$ cat src/qb_port_pkg.sv
package qb_port_pkg;
   localparam int PORT_W          = 8;
   localparam logic [7:0] LATCH_RESET = 8'hff;
   // Momentary strong high driver time
   localparam int STRONG_HI_NS    = 16;
   localparam int CLK_PERIOD_NS   = 8;
   localparam int STRONG_HI_CYC   = (STRONG_HI_NS + CLK_PERIOD_NS - 1) / CLK_PERIOD_NS;
   // Port 3 bit positions
   localparam int P3_SERIAL0_RECEIVE_IN = 0;
   localparam int P3_SERIAL0_TRANSMIT_OUT = 1;
   localparam int P3_IRQ0 = 2;
   localparam int P3_IRQ1 = 3;
   localparam int P3_TMR0 = 4;
   localparam int P3_TMR1 = 5;
   localparam int P3_WRS  = 6;
   localparam int P3_RDS  = 7;
   // Port 5 bit positions
   localparam int P5_CAN_ZERO_TRANSMIT = 0;
   localparam int P5_CAN_ZERO_RECEIVE = 1;
   localparam int P5_CAN_ONE_RECEIVE = 2;
   localparam int P5_CAN_ONE_TRANSMIT = 3;
   localparam int P5_PCE  = 4;

   // Latch write request for one port
   typedef struct packed {
      logic       wr;
      logic [7:0] data;
   } latch_wr_s;

   // Drive of one 8-bit port: strong low, strong high, weak pullup
   typedef struct packed {
      logic [7:0] strongLow;
      logic [7:0] strongHigh;
      logic [7:0] weakUp;
   } pin_drive_s;
endpackage

$ cat src/qb_bit_cell.sv
`timescale 1ns/1ps
// One quasi-bidirectional port: latch, one-shot strong high, drive gating
module qb_bit_cell
   import qb_port_pkg::*;
#(
   parameter int W = 8
)(
   input  wire logic             ref_clk,     // Core clock
   input  wire logic             rst_n,       // Async reset, low
   input  wire logic             wrEn,        // Software latch write
   input  wire logic [W-1:0]     wrData,      // Value written
   input  wire logic [W-1:0]     altSel,      // Bit uses alternate output
   input  wire logic [W-1:0]     altOut,      // Alternate output level
   input  wire logic [W-1:0]     padIn,       // Pin level
   output logic      [W-1:0]     latchVal,    // Current latch
   output logic      [W-1:0]     readVal,     // Pin read value
   output logic      [W-1:0]     strongLow,   // Pulldown enable
   output logic      [W-1:0]     strongHigh,  // Transition driver
   output logic      [W-1:0]     weakUp       // Sustaining pullup
);
   localparam int CW = $clog2(STRONG_HI_CYC + 1);

   logic [W-1:0] latch_q;
   logic [W-1:0] latch_d;
   logic [W-1:0] level;
   logic [W-1:0] levelLast_q;

   assign latch_d = wrEn ? wrData : latch_q;
   // Latch gates alternate outputs; a zero latch always pulls low
   assign level   = latch_q & (~altSel | altOut);

   always_ff @(posedge ref_clk or negedge rst_n)
   begin
      if (!rst_n)
      begin
         latch_q     <= LATCH_RESET;
         levelLast_q <= LATCH_RESET;
      end
      else
      begin
         latch_q     <= latch_d;
         levelLast_q <= level;
      end
   end

   genvar i;
   generate
      for (i = 0; i < W; i++)
      begin : g_bit
         logic [CW-1:0] cnt_q;
         // Rising drive level fires the strong driver briefly
         always_ff @(posedge ref_clk or negedge rst_n)
         begin
            if (!rst_n)
               cnt_q <= '0;
            else if (level[i] && !levelLast_q[i])
               cnt_q <= CW'(STRONG_HI_CYC);
            else if (cnt_q != '0)
               cnt_q <= cnt_q - 1'b1;
         end
         always_ff @(posedge ref_clk or negedge rst_n)
         begin
            if (!rst_n)
            begin
               strongLow[i]  <= 1'b0;
               strongHigh[i] <= 1'b0;
               weakUp[i]     <= 1'b1;
            end
            else
            begin
               strongLow[i]  <= ~level[i];
               strongHigh[i] <= level[i] && (!levelLast_q[i] || cnt_q > 1);
               weakUp[i]     <= level[i];
            end
         end
      end
   endgenerate

   assign latchVal = latch_q;
   assign readVal  = padIn;
endmodule // qb_bit_cell

$ cat src/quasi_bidir_port_pins.sv
`timescale 1ns/1ps
module quasi_bidir_port_pins
   import qb_port_pkg::*;
(
   input  wire logic                 ref_clk,             // Core clock, 125 MHz
   input  wire logic                 rst_n,               // Async reset, low
   input  qb_port_pkg::latch_wr_s    p2Wr,                // Port 2 latch write
   input  qb_port_pkg::latch_wr_s    p3Wr,                // Port 3 latch write
   input  qb_port_pkg::latch_wr_s    p4Wr,                // Port 4 latch write
   input  qb_port_pkg::latch_wr_s    p5Wr,                // Port 5 latch write
   input  wire logic [7:0]           port4_config_reg,    // 1 = memory signal
   input  wire logic                 serial1_relocate_bit,// Serial 1 onto Port 5
   input  wire logic                 extAccess,           // External prog/data cycle
   input  wire logic                 external_data_move,  // 8-bit indirect move
   input  wire logic [7:0]           addrHigh,            // Address bits 15..8
   input  wire logic [3:0]           high_address_line,   // Address bits 19..16
   input  wire logic [3:0]           prog_mem_chip_enable,// Program CE 0..3
   input  wire logic [3:0]           periph_chip_enable,  // Peripheral CE 0..3
   input  wire logic                 serial0_transmit_out,// Serial 0 transmit
   input  wire logic                 serial1_transmit_out,// Serial 1 transmit
   input  wire logic                 timer_one_clock_out, // Clock out on Port 3.5
   input  wire logic                 timer_one_clock_en,  // Clock out selected
   input  wire logic                 writeStrobe,         // Data write strobe
   input  wire logic                 readStrobe,          // Data read strobe
   input  wire logic                 can_zero_transmit,   // CAN 0 transmit
   input  wire logic                 can_one_transmit,    // CAN 1 transmit
   input  wire logic [7:0]           p3PadIn,             // Port 3 pin levels
   input  wire logic [7:0]           p4PadIn,             // Port 4 pin levels
   input  wire logic [7:0]           p5PadIn,             // Port 5 pin levels
   output logic      [7:0]           p2PadOut,            // Port 2 pin drive
   output qb_port_pkg::pin_drive_s   p3Drive,             // Port 3 drive
   output qb_port_pkg::pin_drive_s   p4Drive,             // Port 4 drive
   output qb_port_pkg::pin_drive_s   p5Drive,             // Port 5 drive
   output logic      [7:0]           p3Read,              // Port 3 read value
   output logic      [7:0]           p4Read,              // Port 4 read value
   output logic      [7:0]           p5Read,              // Port 5 read value
   output logic      [7:0]           movxAddrHigh,        // Upper byte for moves
   output logic                      serial0_receive_in,  // From Port 3.0
   output logic                      ext_irq_zero,        // From Port 3.2
   output logic                      ext_irq_one,         // From Port 3.3
   output logic                      timer_zero_input,    // From Port 3.4
   output logic                      timer_one_input,     // From Port 3.5
   output logic                      can_zero_receive,    // From Port 5.1
   output logic                      can_one_receive,     // From Port 5.2
   output logic                      serial1_receive_in   // From Port 5.2 when moved
);
   import qb_port_pkg::*;

   logic [7:0] p2Latch;
   logic [7:0] p3Latch;
   logic [7:0] p4Latch;
   logic [7:0] p5Latch;
   logic [7:0] p3AltSel;
   logic [7:0] p3AltOut;
   logic [7:0] p5AltSel;
   logic [7:0] p5AltOut;
   logic [7:0] p2PadOut_d;
   logic       p5TxBit3;
   logic [7:0] p2Read;

   // Port 2 latch; drive pins with address during external cycles
   qb_bit_cell #(.W(PORT_W)) u_p2 (
      .ref_clk    (ref_clk),
      .rst_n      (rst_n),
      .wrEn       (p2Wr.wr),
      .wrData     (p2Wr.data),
      .altSel     (8'h00),
      .altOut     (8'h00),
      .padIn      (8'h00),
      .latchVal   (p2Latch),
      .readVal    (p2Read),
      .strongLow  (),
      .strongHigh (),
      .weakUp     ()
   );
   // Address only appears on Port 2; latch is for page moves alone
   assign p2PadOut_d = addrHigh;

   // Port 3 alternate outputs: transmit, clock out, strobes
   assign p3AltSel = {1'b1, 1'b1, timer_one_clock_en, 3'h0, 1'b1, 1'b0};
   assign p3AltOut = {readStrobe, writeStrobe, timer_one_clock_out, 3'h0,
                      serial0_transmit_out, 1'b0};

   qb_bit_cell #(.W(PORT_W)) u_p3 (
      .ref_clk    (ref_clk),
      .rst_n      (rst_n),
      .wrEn       (p3Wr.wr),
      .wrData     (p3Wr.data),
      .altSel     (p3AltSel),
      .altOut     (p3AltOut),
      .padIn      (p3PadIn),
      .latchVal   (p3Latch),
      .readVal    (p3Read),
      .strongLow  (p3Drive.strongLow),
      .strongHigh (p3Drive.strongHigh),
      .weakUp     (p3Drive.weakUp)
   );

   // Port 4: memory mode chosen per bit by configuration
   qb_bit_cell #(.W(PORT_W)) u_p4 (
      .ref_clk    (ref_clk),
      .rst_n      (rst_n),
      .wrEn       (p4Wr.wr),
      .wrData     (p4Wr.data),
      .altSel     (port4_config_reg),
      .altOut     ({high_address_line, prog_mem_chip_enable}),
      .padIn      (p4PadIn),
      .latchVal   (p4Latch),
      .readVal    (p4Read),
      .strongLow  (p4Drive.strongLow),
      .strongHigh (p4Drive.strongHigh),
      .weakUp     (p4Drive.weakUp)
   );

   // Port 5: CAN, peripheral enables, optional serial 1 on bit 3
   assign p5TxBit3 = serial1_relocate_bit ? serial1_transmit_out
                                          : can_one_transmit;
   assign p5AltSel = 8'hff & ~8'h06;
   assign p5AltOut = {periph_chip_enable, p5TxBit3, 2'b00, can_zero_transmit};

   qb_bit_cell #(.W(PORT_W)) u_p5 (
      .ref_clk    (ref_clk),
      .rst_n      (rst_n),
      .wrEn       (p5Wr.wr),
      .wrData     (p5Wr.data),
      .altSel     (p5AltSel),
      .altOut     (p5AltOut),
      .padIn      (p5PadIn),
      .latchVal   (p5Latch),
      .readVal    (p5Read),
      .strongLow  (p5Drive.strongLow),
      .strongHigh (p5Drive.strongHigh),
      .weakUp     (p5Drive.weakUp)
   );

   // Registered pin outputs toward the core; inputs taken as synchronous
   always_ff @(posedge ref_clk or negedge rst_n)
   begin
      if (!rst_n)
      begin
         p2PadOut           <= LATCH_RESET;
         movxAddrHigh       <= LATCH_RESET;
         serial0_receive_in <= 1'b1;
         ext_irq_zero       <= 1'b1;
         ext_irq_one        <= 1'b1;
         timer_zero_input   <= 1'b1;
         timer_one_input    <= 1'b1;
         can_zero_receive   <= 1'b1;
         can_one_receive    <= 1'b1;
         serial1_receive_in <= 1'b1;
      end
      else
      begin
         p2PadOut           <= extAccess ? p2PadOut_d : p2PadOut;
         movxAddrHigh       <= external_data_move ? p2Latch : addrHigh;
         serial0_receive_in <= p3PadIn[P3_SERIAL0_RECEIVE_IN];
         ext_irq_zero       <= p3PadIn[P3_IRQ0];
         ext_irq_one        <= p3PadIn[P3_IRQ1];
         timer_zero_input   <= p3PadIn[P3_TMR0];
         timer_one_input    <= p3PadIn[P3_TMR1];
         can_zero_receive   <= p5PadIn[P5_CAN_ZERO_RECEIVE];
         can_one_receive    <= serial1_relocate_bit ? 1'b1 : p5PadIn[P5_CAN_ONE_RECEIVE];
         serial1_receive_in <= serial1_relocate_bit ? p5PadIn[P5_CAN_ONE_RECEIVE] : 1'b1;
      end
   end
endmodule // quasi_bidir_port_pins

$ cat config.mk
export PLATFORM = sky130hd
export DESIGN_NAME = quasi_bidir_port_pins
export DESIGN_NICKNAME = d
export VERILOG_FILES = /design/src/qb_port_pkg.sv /design/src/qb_bit_cell.sv /design/src/quasi_bidir_port_pins.sv
export SDC_FILE = /design/constraint.sdc
export NUM_CORES = 1
export LEC_CHECK = 0
export ABC_AREA = 1
export BUFFER_PORTS_ARGS = -buffer_cell sky130_fd_sc_hd__buf_2
export CAP_MARGIN = 20
export CORE_MARGIN = 5
export CORE_UTILIZATION = 35
export CTS_CLUSTER_DIAMETER = 100
export DETAILED_ROUTE_END_ITERATION = 6
export SLEW_MARGIN = 20
export SYNTH_ARGS = -nofsm -noshare
export SYNTH_HDL_FRONTEND = slang
export SYNTH_HIERARCHICAL = 1
export SYNTH_SLANG_ARGS = --single-unit
$ cat constraint.sdc
create_clock -name ref_clk -period 0.9 [get_ports ref_clk]
set_input_delay 0.09 -clock ref_clk [delete_from_list [all_inputs] [get_ports ref_clk]]
set_output_delay 0.09 -clock ref_clk [all_outputs]
set_load 0.02 [all_outputs]
Yosys cells after proc, flatten, opt, wreduce, memory -nomap -nowiden --
Index checks and enable logic that the tools add are counted.
Word-level totals: bits in registers 200, latch bits 0, bits in writable memories 0, memory bits (read-only) 0, output and inout port bits 120, word-level logic and storage cells 388, memories kept 0
Cells by class: add/subtract/negate cells 24, $mul 0, divide/modulo/power cells 0, order comparisons 24, eq/ne operators 0, shift operators 0, muxes and demuxes 52, bitwise operators 31, reduce and logical (&&, ||, !) cells 144
Operators by type and width (number):
- $mux W2 | 48
- $reduce_bool A2 Y1 | 48
- $gt A2 B1 Y1 const B | 24
- $logic_and A1 B1 Y1 | 48
- $sub A2 B1 Y2 const B | 24
- $and A8 B8 Y8 | 3
- $logic_not A1 Y1 | 24
- $logic_or A1 B1 Y1 | 24
- $not A1 Y1 | 24
- $not A8 Y8 | 2
- $or A8 B8 Y8 | 2
- $mux W8 | 1
- $mux W1 | 3

Depth between registers and ports, before layout --
depth after elaboration 5, gate-level depth with buffers 8

By module --
The synthesis kept the hierarchy.
Modules (own cells, without submodules):
- qb_bit_cell | times used 4, cells an instance 241, area each 2193.4 um^2, seq. area each 1221.2 um^2
- quasi_bidir_port_pins | times used 1, cells an instance 85, area each 874.6 um^2, seq. area each 630.6 um^2

Worst setup path before layout --
OpenSTA, ideal clock, no wires.
kind reg2reg, start reg, netlist name u_p2/g_bit[2].cnt_q[0], end reg, netlist name u_p2/g_bit[2].cnt_q[1], arrival time 0.838 ns, required time 0.780 ns, slack -0.058 ns, cell stages (with the launch flop) 6, buffers on the path 0, period minus slack after synthesis 0.958 ns, cell sequence dfrtp_1 > inv_1 > ha_1 > inv_1 > o21ai_0 > nand2_1

==> flow_summary.json <==
{
  "grt_max_degree": 53,
  "rows": 54,
  "io_buffers": 186,
  "clockBufferDepth": 2,
  "dr.pass1.iters": 4,
  "drt-total-wl_um": 18130,
  "ioPinCount": 221,
  "clkTransAtPathRegs_ns": 0.07,
  "chipHeight_um": 159.1,
  "crit_type": "reg -> out",
  "fin_nets": 1340,
  "slowest_delay_ns": 0.55,
  "total_power_mw": 33.25,
  "grt_use_total_pct": 14.54,
  "syn2layout_area_growth_pct": 59.37,
  "drt-vias-per-instance": 4.190,
  "ys_warn_count": 6,
  "drt_iter0_drc": 151,
  "path_buf_inv": 1,
  "placed_cell_area_um2": 9540,
  "fin_cells": 1484,
  "synth_cells": 841,
  "status": "finished, violations left",
  "dp.cells": 1333,
  "power_density_nw_per_um2": 2683,
  "grt_pass1_vias": 6487,
  "drive_above_1_share_pct": 46.10,
  "setup_tns_ns": -21.41,
  "hold_viol": 0,
  "hp-class": "in -> reg",
  "syn_area_um2": 7776,
  "core_um2": 21820,
  "cap_violations": 0,
  "cts_sinks": 176,
  "maxSlewViolCount": 0,
  "start_util_pct": 35.63,
  "setup_slack_ns": -0.2788,
  "hpwl_um": 11560,
  "num_antenna_cells": 0,
  "pre_cts_ws_ns": -0.1190,
  "antenna_found_initial": 0,
  "p_leak_nw": 6.247,
  "fmax_mhz": 848.3,
  "setup_violations": 166,
  "worstPathMaxFanout": 2,
  "dieArea_um2": 25300,
  "htree_levels": 4,
  "required_ns": 0.81,
  "fin_area_um2": 12390,
  "gr-total-overflow": 0,
  "clock_skew_ns": 0.01042,
  "grt_pass1_wl_um": 30900,
  "fin_crit_ns": 1.179,
  "crit_family": "flip-flops",
  "cp_cell_sequence": "buf_6",
  "holdWs_ns": 0.02784,
  "clockRootBuffer": "clkbuf_16",
  "critPathArrivalTime_ns": 1.09,
  "cp_slowest_cell": "dfstp_2",
  "wl_per_cell_um": 12.22,
  "top_regs": "u_p3/g_bit.cnt_q (16), u_p4/g_bit.cnt_q (16), u_p5/g_bit.cnt_q (16)",
  "utilization_pct": 56.79,
  "tritoncts": "yes",
  "drcViolationCount": 0,
  "dr_total_vias": 6218,
  "cp-end-kind": "output port",
  "clk-insertion-delay-late_ns": 0.42,
  "globalplace.congestion": 0.7161,
  "numCtsBuffers": 17,
  "worst_setup_path_start_kind": "flop",
  "rsz0062_at_grt": "yes",
  "syn_area_per_cell_um2": 9.246,
  "fin_crit_sh_pct": 131.0,
  "die_x_um": 159.1,
  "violations": "setup timing",
  "ant_nets": 0,
  "fillers": 1830,
  "ir_drop_uv": 1170
}
report_power, final:
| part | switching [mW] | leakage (nW) | total (mW) | internal (mW) |
|---|---|---|---|---|
| registers | 1.40 | 1.94 | 11.3 | 9.90 |
| logic | 6.93 | 4.03 | 14.9 | 7.93 |
| clock network | 3.16 | 0.271 | 7.07 | 3.91 |
final timing paths:
path	start	end	slack, ns	cells past startpoint
setup / recovery	u_p5/levelLast_q[4]	p5Drive[4]	-0.28	1
hold / removal	prog_mem_chip_enable[0]	u_p4/strongLow[0]	0.03	4
setup reg to reg	u_p4/g_bit[7].cnt_q[0]	u_p4/g_bit[7].cnt_q[1]	-0.13	5
hold reg to reg	u_p2/latchVal[4]	movxAddrHigh[4]	0.47	2
max in group asynchronous	rst_n	u_p4/latchVal[7]	0.25	4
min in group asynchronous	rst_n	p2PadOut[4]	0.24	2
placed cells by master (no fill, tap or decap), drive strengths merged:
cell type and n:
bufinv 1, buf 264, clkinvlp 2, xnor2 24, clkbuf 20, nor2 72, ha 48, nand2 205
conb 21, clkinv 5, dfstp 80, inv 208, dlygate4sd3 78, dfrtp 96, o21ai 56, nand3 24
what timing repair did:
action / 4_1_cts / 5_1_grt
gates resized for setup: 271 / 94
hold endpoints to repair: 231 / 0
setup endpoints to repair: 168 / 172
hold buffers: 78 / 0
pin swaps: 67 / 61
buffers inserted: 25 / 18
metal layers:
layer	part of all wire, %	wire (µm)	up-vias	GRT usage, %
li1	-	-	3115	-
met1	39	7150	2935	17.13
met2	53	9632	138	25.65
met3	5.6	1015	30	4.349
met4	1.8	333	0	4.304
met5	0	0	-	0
cell type report:
class | count | area (µm²) | area share (%)
flip-flops and latches | 176 | 4514 | 36.43
multi-input cells | 450 | 3158 | 25.48
repair buffers | 342 | 3042 | 24.54
inverters | 204 | 773.2 | 6.239
clock buffers | 20 | 446.7 | 3.604
well taps | 280 | 350.3 | 2.827
clock inverters | 12 | 108.9 | 0.8783
Note: power is estimated with default switching activity, not from simulation.
